$ cat config.mk
export PLATFORM = sky130hd
export DESIGN_NAME = cbox_perf_counters
export DESIGN_NICKNAME = d
export VERILOG_FILES = /design/src/pkg/cbox_perf_pkg.sv /design/src/verilog/cbox_event_select.sv /design/src/verilog/cbox_perf_counters.sv
export SDC_FILE = /design/constraint.sdc
export NUM_CORES = 1
export LEC_CHECK = 0
export BUFFER_PORTS_ARGS = -buffer_cell sky130_fd_sc_hd__buf_2
export CAP_MARGIN = 20
export CORE_ASPECT_RATIO = 0.9
export CORE_MARGIN = 2
export CORE_UTILIZATION = 30
export DETAILED_ROUTE_END_ITERATION = 6
export GPL_ROUTABILITY_DRIVEN = 0
export SYNTH_ARGS = -nofsm -noshare
export SYNTH_HDL_FRONTEND = slang
export SYNTH_HIERARCHICAL = 1
export SYNTH_SLANG_ARGS = --single-unit
$ cat constraint.sdc
create_clock -name hclk -period 12.4 [get_ports hclk]
set_input_delay 1.86 -clock hclk [delete_from_list [all_inputs] [get_ports hclk]]
set_output_delay 1.86 -clock hclk [all_outputs]
set_load 0.05 [all_outputs]
$ cat src/pkg/cbox_perf_pkg.sv
// constants and types shared by the slice event counter design
package cbox_perf_pkg;

    // --------------------------------
    // sizes
    // --------------------------------
    localparam int unsigned NUM_CTRS   = 2;
    localparam int unsigned CNT_W      = 32;
    localparam int unsigned TRK_DEPTH  = 16;
    localparam int unsigned TRK_ID_W   = 4;
    localparam int unsigned OCC_W      = 5;
    localparam int unsigned INC_W      = 5;
    localparam int unsigned RESP_KINDS = 5;

    // --------------------------------
    // register byte offsets
    // --------------------------------
    localparam logic [7:0] OFS_CTL0   = 8'h00;
    localparam logic [7:0] OFS_CTL1   = 8'h04;
    localparam logic [7:0] OFS_CNT0   = 8'h08;
    localparam logic [7:0] OFS_CNT1   = 8'h0C;
    localparam logic [7:0] OFS_STATUS = 8'h10;
    localparam logic [7:0] OFS_OCCUP  = 8'h14;

    // --------------------------------
    // field positions and reset values
    // --------------------------------
    localparam int unsigned CTL_EVT_LSB   = 0;
    localparam int unsigned CTL_UMASK_LSB = 8;
    localparam int unsigned CTL_EN_BIT    = 22;
    localparam int unsigned OCC_OUT_LSB   = 0;
    localparam int unsigned OCC_COH_LSB   = 8;
    localparam logic [31:0] CTL_RST       = 32'h0000_0000;
    localparam logic [31:0] CNT_RST       = 32'h0000_0000;

    // --------------------------------
    // event codes and unit-mask bits
    // --------------------------------
    localparam logic [7:0] EVT_SNOOP_RESP = 8'h22;
    localparam logic [7:0] EVT_LOOKUP     = 8'h34;
    localparam logic [7:0] EVT_OUT_OCC    = 8'h80;
    localparam logic [7:0] EVT_OUT_ALLOC  = 8'h81;
    localparam logic [7:0] EVT_COH_OCC    = 8'h83;
    localparam logic [7:0] EVT_COH_ALLOC  = 8'h84;
    localparam logic [7:0] UM_ALL         = 8'h01;
    localparam logic [7:0] UM_WRITES      = 8'h20;
    localparam logic [7:0] UM_EVICTS      = 8'h80;
    localparam int unsigned UM_SNP_FLT_LSB = 5;
    localparam int unsigned UM_LKP_FLT_LSB = 4;

    // --------------------------------
    // bus encodings and types
    // --------------------------------
    localparam logic       HRESP_OKAY = 1'b0;
    typedef enum logic [1:0] {
        LINE_M = 2'b00,
        LINE_E = 2'b01,
        LINE_S = 2'b10,
        LINE_I = 2'b11
    } line_state_t;
    typedef enum logic {
        PH_IDLE = 1'b0,
        PH_DATA = 1'b1
    } bus_phase_t;

endpackage

$ cat src/verilog/cbox_event_select.sv
// per-counter event selection: unit-mask filtering into a cycle increment
`timescale 1ns/10ps
`default_nettype none
module cbox_event_select
    import cbox_perf_pkg::*;
#(
    parameter bit IS_CTR0 = 1'b0
) (
    // selection
    input  wire logic [7:0]            evt_code,
    input  wire logic [7:0]            umask,
    // snoop responses
    input  wire logic                  snp_valid,
    input  wire logic [RESP_KINDS-1:0] snp_resp,
    input  wire logic                  snp_ext_req,
    input  wire logic                  snp_core_req,
    input  wire logic                  snp_evict,
    // lookups
    input  wire logic                  lkp_valid,
    input  wire logic [1:0]            lkp_state,
    input  wire logic                  lkp_core_rd,
    input  wire logic                  lkp_core_wr,
    input  wire logic                  lkp_ext_snp,
    // trackers
    input  wire logic [OCC_W-1:0]      out_occ,
    input  wire logic                  out_alloc,
    input  wire logic                  out_alloc_wr,
    input  wire logic                  out_alloc_evict,
    input  wire logic [OCC_W-1:0]      coh_occ,
    input  wire logic                  coh_alloc,
    // result
    output logic      [INC_W-1:0]      inc
);

    logic       snp_hit;
    logic       lkp_hit;
    logic [3:0] state_1h;
    logic [2:0] snp_flt;
    logic [3:0] lkp_flt;

    always_comb begin
        state_1h = 4'h0;
        state_1h[lkp_state] = 1'b1;
        snp_flt = {snp_evict, snp_core_req, snp_ext_req};
        // any queue source: every lookup qualifies
        lkp_flt = {1'b1, lkp_ext_snp, lkp_core_wr, lkp_core_rd};
        // union of response kinds, gated by any chosen filter
        // no filter chosen means nothing is counted
        snp_hit = snp_valid
                & (|(umask[RESP_KINDS-1:0] & snp_resp))
                & (|(umask[7:UM_SNP_FLT_LSB] & snp_flt));
        // union of line states, gated by any chosen source
        lkp_hit = lkp_valid
                & (|(umask[3:0] & state_1h))
                & (|(umask[7:UM_LKP_FLT_LSB] & lkp_flt));
        inc = '0;
        case (evt_code)
            EVT_SNOOP_RESP: inc = INC_W'(snp_hit);
            EVT_LOOKUP:     inc = INC_W'(lkp_hit);
            EVT_OUT_OCC: begin
                // occupancy weights only on counter 0
                if (IS_CTR0 && umask == UM_ALL) begin
                    inc = out_occ;
                end
            end
            EVT_OUT_ALLOC: begin
                // evictions are write entries too
                inc = INC_W'(out_alloc && ((umask & UM_ALL) != 8'h00
                    || ((umask & UM_WRITES) != 8'h00
                        && (out_alloc_wr || out_alloc_evict))
                    || ((umask & UM_EVICTS) != 8'h00 && out_alloc_evict)));
            end
            EVT_COH_OCC: begin
                if (IS_CTR0 && umask == UM_ALL) begin
                    inc = coh_occ;
                end
            end
            EVT_COH_ALLOC: begin
                inc = INC_W'(umask == UM_ALL && coh_alloc);
            end
            default: inc = '0;
        endcase
    end

endmodule // cbox_event_select
`default_nettype wire

$ cat src/verilog/cbox_perf_counters.sv
// slice event counters with tracker occupancy and AHB-Lite register slave
//
// Behaviour
// - snoop event counts chosen response kinds
// - external-snoop filter needs a response kind
// - core-request filter needs a response kind
// - eviction filter needs a response kind
// - lookup event counts chosen line states
// - core read filter needs a line state
// - core write filter needs a line state
// - external snoop filter needs a line state
// - any-source filter needs a line state
// - outgoing occupancy added every cycle
// - entry valid until first completion; counter 0
// - outgoing allocations counted once each
// - write allocations counted, including evictions
// - eviction allocations counted once each
// - coherent occupancy added per cycle; counter 0
// - coherent allocations counted once each
//
// Implementation choices: the AHB-Lite interface to the registers and the address map.
`timescale 1ns/10ps
`default_nettype none
module cbox_perf_counters
    import cbox_perf_pkg::*;
(
    // clock and reset
    input  wire logic                  hclk,
    input  wire logic                  hresetn,
    // ahb-lite slave
    input  wire logic                  hsel,
    input  wire logic [31:0]           haddr,
    input  wire logic [1:0]            htrans,
    input  wire logic                  hwrite,
    input  wire logic [2:0]            hsize,
    input  wire logic                  hready,
    input  wire logic [31:0]           hwdata,
    output logic      [31:0]           hrdata,
    output logic                       hreadyout,
    output logic                       hresp,
    // snoop responses seen by the slice
    input  wire logic                  snp_valid,
    input  wire logic [RESP_KINDS-1:0] snp_resp,
    input  wire logic                  snp_ext_req,
    input  wire logic                  snp_core_req,
    input  wire logic                  snp_evict,
    // cache lookups
    input  wire logic                  lkp_valid,
    input  wire logic [1:0]            lkp_state,
    input  wire logic                  lkp_core_rd,
    input  wire logic                  lkp_core_wr,
    input  wire logic                  lkp_ext_snp,
    // outgoing tracker
    input  wire logic                  out_alloc,
    input  wire logic [TRK_ID_W-1:0]   out_alloc_id,
    input  wire logic                  out_alloc_wr,
    input  wire logic                  out_alloc_evict,
    input  wire logic                  completion_msg_a,
    input  wire logic [TRK_ID_W-1:0]   completion_msg_a_id,
    input  wire logic                  completion_msg_b,
    input  wire logic [TRK_ID_W-1:0]   completion_msg_b_id,
    // coherent tracker
    input  wire logic                  coh_alloc,
    input  wire logic [TRK_ID_W-1:0]   coh_alloc_id,
    input  wire logic                  coh_free,
    input  wire logic [TRK_ID_W-1:0]   coh_free_id
);

    // ----------------------------------------------------------------
    // declarations
    // ----------------------------------------------------------------
    bus_phase_t            phase_ff;
    logic                  wr_pend_ff;
    logic [7:0]            addr_ff;
    logic [31:0]           hrdata_ff;
    logic                  hreadyout_ff;
    logic                  hresp_ff;
    logic [31:0]           ctl_ff   [NUM_CTRS];
    logic [CNT_W-1:0]      cnt_ff   [NUM_CTRS];
    logic [NUM_CTRS-1:0]   ovf_ff;
    logic [TRK_DEPTH-1:0]  out_vld_ff;
    logic [TRK_DEPTH-1:0]  coh_vld_ff;
    logic [OCC_W-1:0]      out_occ;
    logic [OCC_W-1:0]      coh_occ;
    logic [INC_W-1:0]      inc      [NUM_CTRS];
    logic                  addr_take;
    logic                  wr_now;
    logic [31:0]           nxt_rdata;
    logic [NUM_CTRS-1:0]   wrap;
    logic [NUM_CTRS-1:0]   ovf_clr;

    // ----------------------------------------------------------------
    // bus address phase and data phase
    // ----------------------------------------------------------------
    // zero-wait slave: hready low comes from this block only in reset and until the
    // first clock edge after it; a stalled address phase from another slave is still honoured
    assign addr_take = hsel & hready & htrans[1];
    assign wr_now    = (phase_ff == PH_DATA) & wr_pend_ff;

    always_ff @(posedge hclk or negedge hresetn) begin
        if (!hresetn) begin
            phase_ff   <= PH_IDLE;
            wr_pend_ff <= 1'b0;
            addr_ff    <= 8'h00;
        end else if (hready) begin
            phase_ff   <= addr_take ? PH_DATA : PH_IDLE;
            wr_pend_ff <= addr_take & hwrite;
            addr_ff    <= haddr[7:0];
        end
    end

    always_ff @(posedge hclk or negedge hresetn) begin
        if (!hresetn) begin
            hreadyout_ff <= 1'b0;
            hresp_ff     <= HRESP_OKAY;
        end else begin
            hreadyout_ff <= 1'b1;
            hresp_ff     <= HRESP_OKAY;
        end
    end

    // ----------------------------------------------------------------
    // read mux: sampled at the address-phase edge
    // ----------------------------------------------------------------
    always_comb begin
        nxt_rdata = 32'h0000_0000;
        case (haddr[7:0])
            OFS_CTL0:   nxt_rdata = ctl_ff[0];
            OFS_CTL1:   nxt_rdata = ctl_ff[1];
            OFS_CNT0:   nxt_rdata = cnt_ff[0];
            OFS_CNT1:   nxt_rdata = cnt_ff[1];
            OFS_STATUS: nxt_rdata = {{(32-NUM_CTRS){1'b0}}, ovf_ff};
            OFS_OCCUP: begin
                nxt_rdata[OCC_OUT_LSB +: OCC_W] = out_occ;
                nxt_rdata[OCC_COH_LSB +: OCC_W] = coh_occ;
            end
            default:    nxt_rdata = 32'h0000_0000;
        endcase
    end

    always_ff @(posedge hclk or negedge hresetn) begin
        if (!hresetn) begin
            hrdata_ff <= 32'h0000_0000;
        end else if (addr_take && !hwrite) begin
            hrdata_ff <= nxt_rdata;
        end
    end

    // ----------------------------------------------------------------
    // tracker entry valid bits
    // ----------------------------------------------------------------
    // an entry leaves occupancy on whichever completion message comes
    // first; the later one finds it already clear and does nothing
    for (genvar e = 0; e < TRK_DEPTH; e++) begin : g_trk
        logic out_set;
        logic out_clr;
        logic coh_set;
        logic coh_clr;
        assign out_set = out_alloc && out_alloc_id == TRK_ID_W'(e);
        assign out_clr = (completion_msg_a
                          && completion_msg_a_id == TRK_ID_W'(e))
                       || (completion_msg_b
                          && completion_msg_b_id == TRK_ID_W'(e));
        assign coh_set = coh_alloc && coh_alloc_id == TRK_ID_W'(e);
        assign coh_clr = coh_free && coh_free_id == TRK_ID_W'(e);

        always_ff @(posedge hclk or negedge hresetn) begin
            if (!hresetn) begin
                out_vld_ff[e] <= 1'b0;
            end else if (out_set) begin
                out_vld_ff[e] <= 1'b1;
            end else if (out_clr) begin
                out_vld_ff[e] <= 1'b0;
            end
        end

        always_ff @(posedge hclk or negedge hresetn) begin
            if (!hresetn) begin
                coh_vld_ff[e] <= 1'b0;
            end else if (coh_set) begin
                coh_vld_ff[e] <= 1'b1;
            end else if (coh_clr) begin
                coh_vld_ff[e] <= 1'b0;
            end
        end
    end

    // population counts of valid entries
    always_comb begin
        out_occ = '0;
        coh_occ = '0;
        for (int i = 0; i < TRK_DEPTH; i++) begin
            out_occ = out_occ + OCC_W'(out_vld_ff[i]);
            coh_occ = coh_occ + OCC_W'(coh_vld_ff[i]);
        end
    end

    // ----------------------------------------------------------------
    // counters
    // ----------------------------------------------------------------
    for (genvar c = 0; c < NUM_CTRS; c++) begin : g_ctr
        logic [CNT_W:0] sum;
        logic           ctl_hit;
        logic           cnt_hit;

        assign ctl_hit = wr_now && addr_ff == (OFS_CTL0 + 8'(4 * c));
        assign cnt_hit = wr_now && addr_ff == (OFS_CNT0 + 8'(4 * c));
        assign sum     = {1'b0, cnt_ff[c]} + (CNT_W + 1)'(inc[c]);
        assign wrap[c] = ctl_ff[c][CTL_EN_BIT] & !cnt_hit & sum[CNT_W];

        cbox_event_select #(
            .IS_CTR0 (c == 0)
        ) u_sel (
            .evt_code        (ctl_ff[c][CTL_EVT_LSB +: 8]),
            .umask           (ctl_ff[c][CTL_UMASK_LSB +: 8]),
            .snp_valid       (snp_valid),
            .snp_resp        (snp_resp),
            .snp_ext_req     (snp_ext_req),
            .snp_core_req    (snp_core_req),
            .snp_evict       (snp_evict),
            .lkp_valid       (lkp_valid),
            .lkp_state       (lkp_state),
            .lkp_core_rd     (lkp_core_rd),
            .lkp_core_wr     (lkp_core_wr),
            .lkp_ext_snp     (lkp_ext_snp),
            .out_occ         (out_occ),
            .out_alloc       (out_alloc),
            .out_alloc_wr    (out_alloc_wr),
            .out_alloc_evict (out_alloc_evict),
            .coh_occ         (coh_occ),
            .coh_alloc       (coh_alloc),
            .inc             (inc[c])
        );

        always_ff @(posedge hclk or negedge hresetn) begin
            if (!hresetn) begin
                ctl_ff[c] <= CTL_RST;
            end else if (ctl_hit) begin
                ctl_ff[c] <= hwdata;
            end
        end

        // a software write to the count wins over that cycle's event
        always_ff @(posedge hclk or negedge hresetn) begin
            if (!hresetn) begin
                cnt_ff[c] <= CNT_RST;
            end else if (cnt_hit) begin
                cnt_ff[c] <= hwdata;
            end else if (ctl_ff[c][CTL_EN_BIT]) begin
                cnt_ff[c] <= sum[CNT_W-1:0];
            end
        end
    end

    // ----------------------------------------------------------------
    // overflow flags: write one to clear, a new wrap wins
    // ----------------------------------------------------------------
    assign ovf_clr = (wr_now && addr_ff == OFS_STATUS)
                   ? hwdata[NUM_CTRS-1:0] : '0;

    always_ff @(posedge hclk or negedge hresetn) begin
        if (!hresetn) begin
            ovf_ff <= '0;
        end else begin
            ovf_ff <= (ovf_ff & ~ovf_clr) | wrap;
        end
    end

    // ----------------------------------------------------------------
    // outputs
    // ----------------------------------------------------------------
    assign hrdata    = hrdata_ff;
    assign hreadyout = hreadyout_ff;
    assign hresp     = hresp_ff;

endmodule // cbox_perf_counters
`default_nettype wire

# Yosys cells after proc, flatten, opt, wreduce, memory -nomap -nowiden
# Cells that the tools add are included.
[word_totals]
input_bits = 116
output_inout_bits = 34
reg_bits = 205
word_cells = 447
[classes]
bitwise = 27
magnitude_cmp = 2
n_eq_ne = 96
reduce_logical = 168
muxes = 80
n_addsub = 32
[op_table]
columns = ["operator", "count"]
rows = [
  ["$eq A4 B4 Y1 const B", 40],
  ["$mux W32", 4],
  ["$add A5 B1 Y5", 22],
  ["$logic_and A1 B1 Y1", 95],
  ["$eq A4 B3 Y1 const B", 20],
  ["$pmux W19 S4", 1],
  ["$reduce_bool A2 Y1", 34],
  ["$add A32 B5 Y33", 2],
  ["$mux W1", 66],
  ["$pmux W5 S6", 2],
  ["$eq A8 B8 Y1 const B", 6],
  ["$eq A4 B2 Y1 const B", 10],
  ["$eq A8 B4 Y1 const B", 4],
  ["$eq A8 B6 Y1 const B", 4],
  ["$pmux W5 S5", 1],
  ["$eq A8 B5 Y1 const B", 3],
  ["$logic_or A1 B1 Y1", 21],
  ["$eq A4 B1 Y1 const B", 5],
  ["$logic_not A4 Y1", 5],
  ["$and A1 B1 Y1", 16],
  ["$and A4 B4 Y4", 4],
  ["$eq A8 B1 Y1 const B", 2],
  ["$eq A8 B3 Y1 const B", 2],
  ["$logic_not A8 Y1", 2],
  ["other kinds (20)", 34],
]

# Logic depth before layout (Yosys ltp)
[depth]
word_depth = 20
mapped_depth = 22
mapped_depth_nobuf = 21

# Cells and area by module
# The synthesis kept the hierarchy.
[by_module_without_submodules]
columns = ["module", "area_per_inst_um2", "cells_per_inst", "seq_area_each_um2", "n_inst"]
rows = [
  ["cbox_perf_counters", 11151.9, 1061, 5129.9, 1],
  ["cbox_event_select (g_ctr[0].u_sel)", 312.8, 44, 0.0, 1],
  ["cbox_event_select (g_ctr[1].u_sel)", 256.5, 32, 0.0, 1],
]

# Worst setup path before layout
# No wires, ideal clock.
[synth_timing]
path_type = "flip-flop to flip-flop"
start = "reg coh_vld_ff[0]"
end = "reg cnt_ff[46] (netlist name)"
synth_period_minus_slack_ps = 5038
t_required_ps = 12323
t_arrival_ps = 4960
slack_ps = 7362
stages_incl_launch_ff = 21
path_buffers = 0
setup_ps = 77
cell_sequence = "dfrtp_1 inv_1 fa_1 fa_1 fa_1 fa_1 inv_1 ha_1 inv_1 fa_1 inv_1 a22oi_1 nor2_1 inv_1 fa_1 nor2b_1 o31a_1 nor2_1 or4_1 xnor2_1 a21oi_1"
[synth_lines]
columns = ["element", "line", "source"]
rows = [
  ["from (decl)", "cbox_perf_counters.sv:82", "logic [TRK_DEPTH-1:0] coh_vld_ff;"],
  ["from (signal, indexed assignment)", "cbox_perf_counters.sv:179", "coh_vld_ff[e] <= 1'b0;"],
  ["from (signal, indexed assignment)", "cbox_perf_counters.sv:181", "coh_vld_ff[e] <= 1'b1;"],
  ["from (signal, indexed assignment)", "cbox_perf_counters.sv:183", "coh_vld_ff[e] <= 1'b0;"],
  ["to (signal, indexed assignment)", "cbox_perf_counters.sv:248", "cnt_ff[c] <= hwdata;"],
  ["to (signal, indexed assignment)", "cbox_perf_counters.sv:250", "cnt_ff[c] <= sum[CNT_W-1:0];"],
  ["to (decl)", "cbox_perf_counters.sv:79", "logic [CNT_W-1:0] cnt_ff [NUM_CTRS];"],
]

==> flow_summary.yaml <==
yosys:
  synth_flop_cell: "dfrtp_1"
  syn_inst: 1137
  synth-compound-area-share_pct: 12.5
  yosysTopAreaCell: "dfrtp_1"
  syn_area_um2: 11700
  ys_seq_area_share_pct: 43.8
  synth_area_leaders: "dfrtp_1, mux2_2, mux4_2"
  synth_edf_count: 0
  synth.area.mux_share_pct: 13.8
  ys_warn_count: 6
  synthSimpleGateAreaFrac_pct: 15.0
  synthXorXnorAreaFrac_pct: 4.71
  synth_fa_ha_area_share_pct: 5.89
  synthArstFlopShare_pct: 100
  ys_seq_elements: 205
  synth_cell_types: 71
  synth_top_area_share_pct: 43.8
  avgSynthCellArea_um2: 10.3
  synth_top_family_by_area: "simple AND/OR/NAND/NOR gates"
detailed_routing:
  drt_first_pass_iters: 7
  drt_iter0_markers: 654
  route.detailed.drc: 0
  wl_um: 33500
  ant_nets: 0
  detail_route.vias_per_cell: 5.10
  wl_per_cell_um: 18.7
  vias: 9118
setup_path:
  cpMaxStageDelayCell: "or4_1"
  worst-path-buf-inv: 3
  critPathMaxStageDelay_ps: 580
  setup.worst_path.start: "out_vld_ff[1]$_DFFE_PN0P_"
  crit_top_cell: "fa_1"
  crit_end: "cnt_ff[46]$_DFFE_PN0P_"
  timing.rr.end: "cnt_ff[46]$_DFFE_PN0P_"
  cp_data_arrival_time_ps: 6200
  crit_chain: "inv_1 > fa_1 > fa_1 > fa_1 > fa_1 > inv_1 > ha_1 > nor3b_1 > o211ai_1 > a21oi_1 > nand4b_1 > ha_1 > inv_1 > fa_1 > nor2b_1 > o31a_1 > nor2_1 > or4_1 > xnor2_1 > a21oi_1"
  critical_path.top_delay_family: "adder cells"
  worstPathRequired_ps: 12800
  reg2reg_slack_ps: 6600
  cp_max_fo: 7
  critPathLaunchType: "flop"
  critPathKind: "flop to flop"
  r2r_cells: 20
  path_depth: 20
  end_kind: "flop"
  timing.rr.start: "out_vld_ff[1]$_DFFE_PN0P_"
finish:
  nNetsFinal: 1407
  fill_cells: 3926
  final_common_cell: "dfrtp_1"
  area_growth_pct: 16.6
  multi_input_area_um2: 6120
  drive_gt1_share_pct: 23.3
  regArea_um2: 5130
  final_cell_mix: "dfrtp_1, buf_2, nand2_1"
  n_antenna_cell: 0
timing:
  hold_slack_ps: 475
  timing.fmax_mhz: 173
  fin_crit_sh_pct: 46.8
  rsz0062_at_grt: "no"
  setup_violations: 0
  relSlewSlack_pct: 24.3
  maxSlewViolCount: 0
  hold_viol: 0
  finalSetupTns_ps: 0
  final.setup_skew_ps: 14.1
  worst_pin_slew_ps: 1130
  layout_min_cycle_time_ps: 5800
clock_tree:
  clkTransAtPathRegs_ps: 60
  cts_max_level: 1
  numCtsBuffers: 24
  clock-sinks: 205
  cts-root-buf: "clkbuf_16"
  clk_latency_ps: 530
  post_cts_buffers: 0
  cts_hold_buf: 0
  clockBufferDepth: 3
  cts_tree: "yes"
  cts_resized: 0
global_route:
  grt_pass1_vias: 9223
  grt_max_degree: 90
  grt_pass1_wl_um: 53100
  antenna_found_initial: 2
  track_usage_pct: 16.7
  overflow: 0
die:
  placementRows: 68
  die_w_um: 212
  dieArea_um2: 40700
  io_pins: 150
  die_h_um: 192
  start_util_pct: 30.5
  core-area_um2: 38500
min_path:
  hp-class: "flop to flop"
  hold_start: "hrdata[5]$_DFFE_PN0P_"
  hold_depth: 2
power_and_ir_drop:
  p_leak_uw: 0.00592
  p_total_uw: 2410
  p_per_area_nw_per_um2: 177
  peakVddDrop_v: 0.000128
flow_run:
  drv_cap: 0
status:
  status: "finished, final reports clean"
placed_design:
  io_buffers: 120
  hpwl_um: 24100
worst min-delay path by stage:
stage                        endpoint
6_report        hrdata[5]$_DFFE_PN0P_
2_1_floorplan     ovf_ff[1]$_DFF_PN0_
4_1_cts        hrdata[25]$_DFFE_PN0P_
3_3_place_gp    hrdata[4]$_DFFE_PN0P_
3_5_place_dp   hrdata[25]$_DFFE_PN0P_
5_1_grt         hrdata[6]$_DFFE_PN0P_
registers in the layout, summed over array words and instances, names as in the netlist:
signal      flops
hrdata         32
coh_vld_ff     16
wr_pend_ff      1
phase_ff        1
out_vld_ff     16
ctl_ff         64
cnt_ff         64
addr_ff         8
hreadyout       1
ovf_ff          2
worst register-to-register path, delay by kind of cell (launching register included):
| family | cells | cell delay [ps] |
|---|---|---|
| and+or+nand+nor | 5 | 1440 |
| DFF | 1 | 350 |
| buffers and inverters | 3 | 200 |
| adders and majority gates | 7 | 2850 |
| xor gates and xnor gates | 1 | 170 |
| AOI/OAI and AO/OA | 4 | 640 |
metal layers:
layer	routed length, µm	GRT usage, %	up-vias
met3	1800	2.86	50
met2	15300	26.8	272
met1	15700	23.6	4539
met4	654	4.03	4
met5	23	0	-
li1	-	-	4253
where the power goes:
part           total (µW)  internal, µW  switching (µW)  leakage, µW
combinational         889           398             491      0.00291
sequential            800           736            63.1      0.00259
clock                 726           438             288     0.000408
total                2410          1570             842      0.00592
stage by stage:
stage,area [µm²],util (%),worst slack (ps),instances
after floorplan,11700,-,7360,1140
after global placement,12900,33.4,6630,1748
after detailed placement,12900,33.4,6680,1748
after CTS,13700,35.6,6590,1789
after global routing,13700,35.6,6300,1789
final,13700,35.6,6600,1789
layout make-up:
cell class | instances | area share, %
clock buffers | 35 | 5.51
clock inverters | 6 | 0.403
inverters | 70 | 1.92
multi-input cells | 817 | 44.8
flip-flops and latches | 205 | 37.5
well taps | 525 | 4.80
repair buffers | 131 | 5.06
synth_stat cells (6+ instances only):
| cell type | n |
|---|---|
| fa_1 | 22 |
| mux4_2 | 26 |
| nor3b_1 | 9 |
| a21o_1 | 11 |
| clkbuf_1 | 28 |
| buf_4 | 6 |
| a21oi_1 | 61 |
| mux2i_1 | 10 |
| xor2_1 | 15 |
| mux2_2 | 80 |
| ha_1 | 20 |
| nor3_1 | 16 |
| nand2_1 | 113 |
| inv_1 | 70 |
| and3_1 | 11 |
| nor2b_1 | 12 |
| xnor2_1 | 48 |
| a22oi_1 | 21 |
| a221oi_1 | 8 |
| nand4_1 | 13 |
| nor2_1 | 91 |
| o21ai_0 | 95 |
| nand3_1 | 28 |
| dfrtp_1 | 205 |
cell families (layout without fill, tap and decap cells):
family / Yosys count / in the layout
other: 3 / 6
flip-flops: 205 / 205
AO/OA/AOI/OAI: 239 / 239
multiplexers: 118 / 118
XOR/XNOR: 63 / 63
adder cells (fa/ha/maj): 42 / 42
buffers and inverters: 118 / 242
AND/OR/NAND/NOR: 349 / 349
Power figures use the tool's default switching activity.
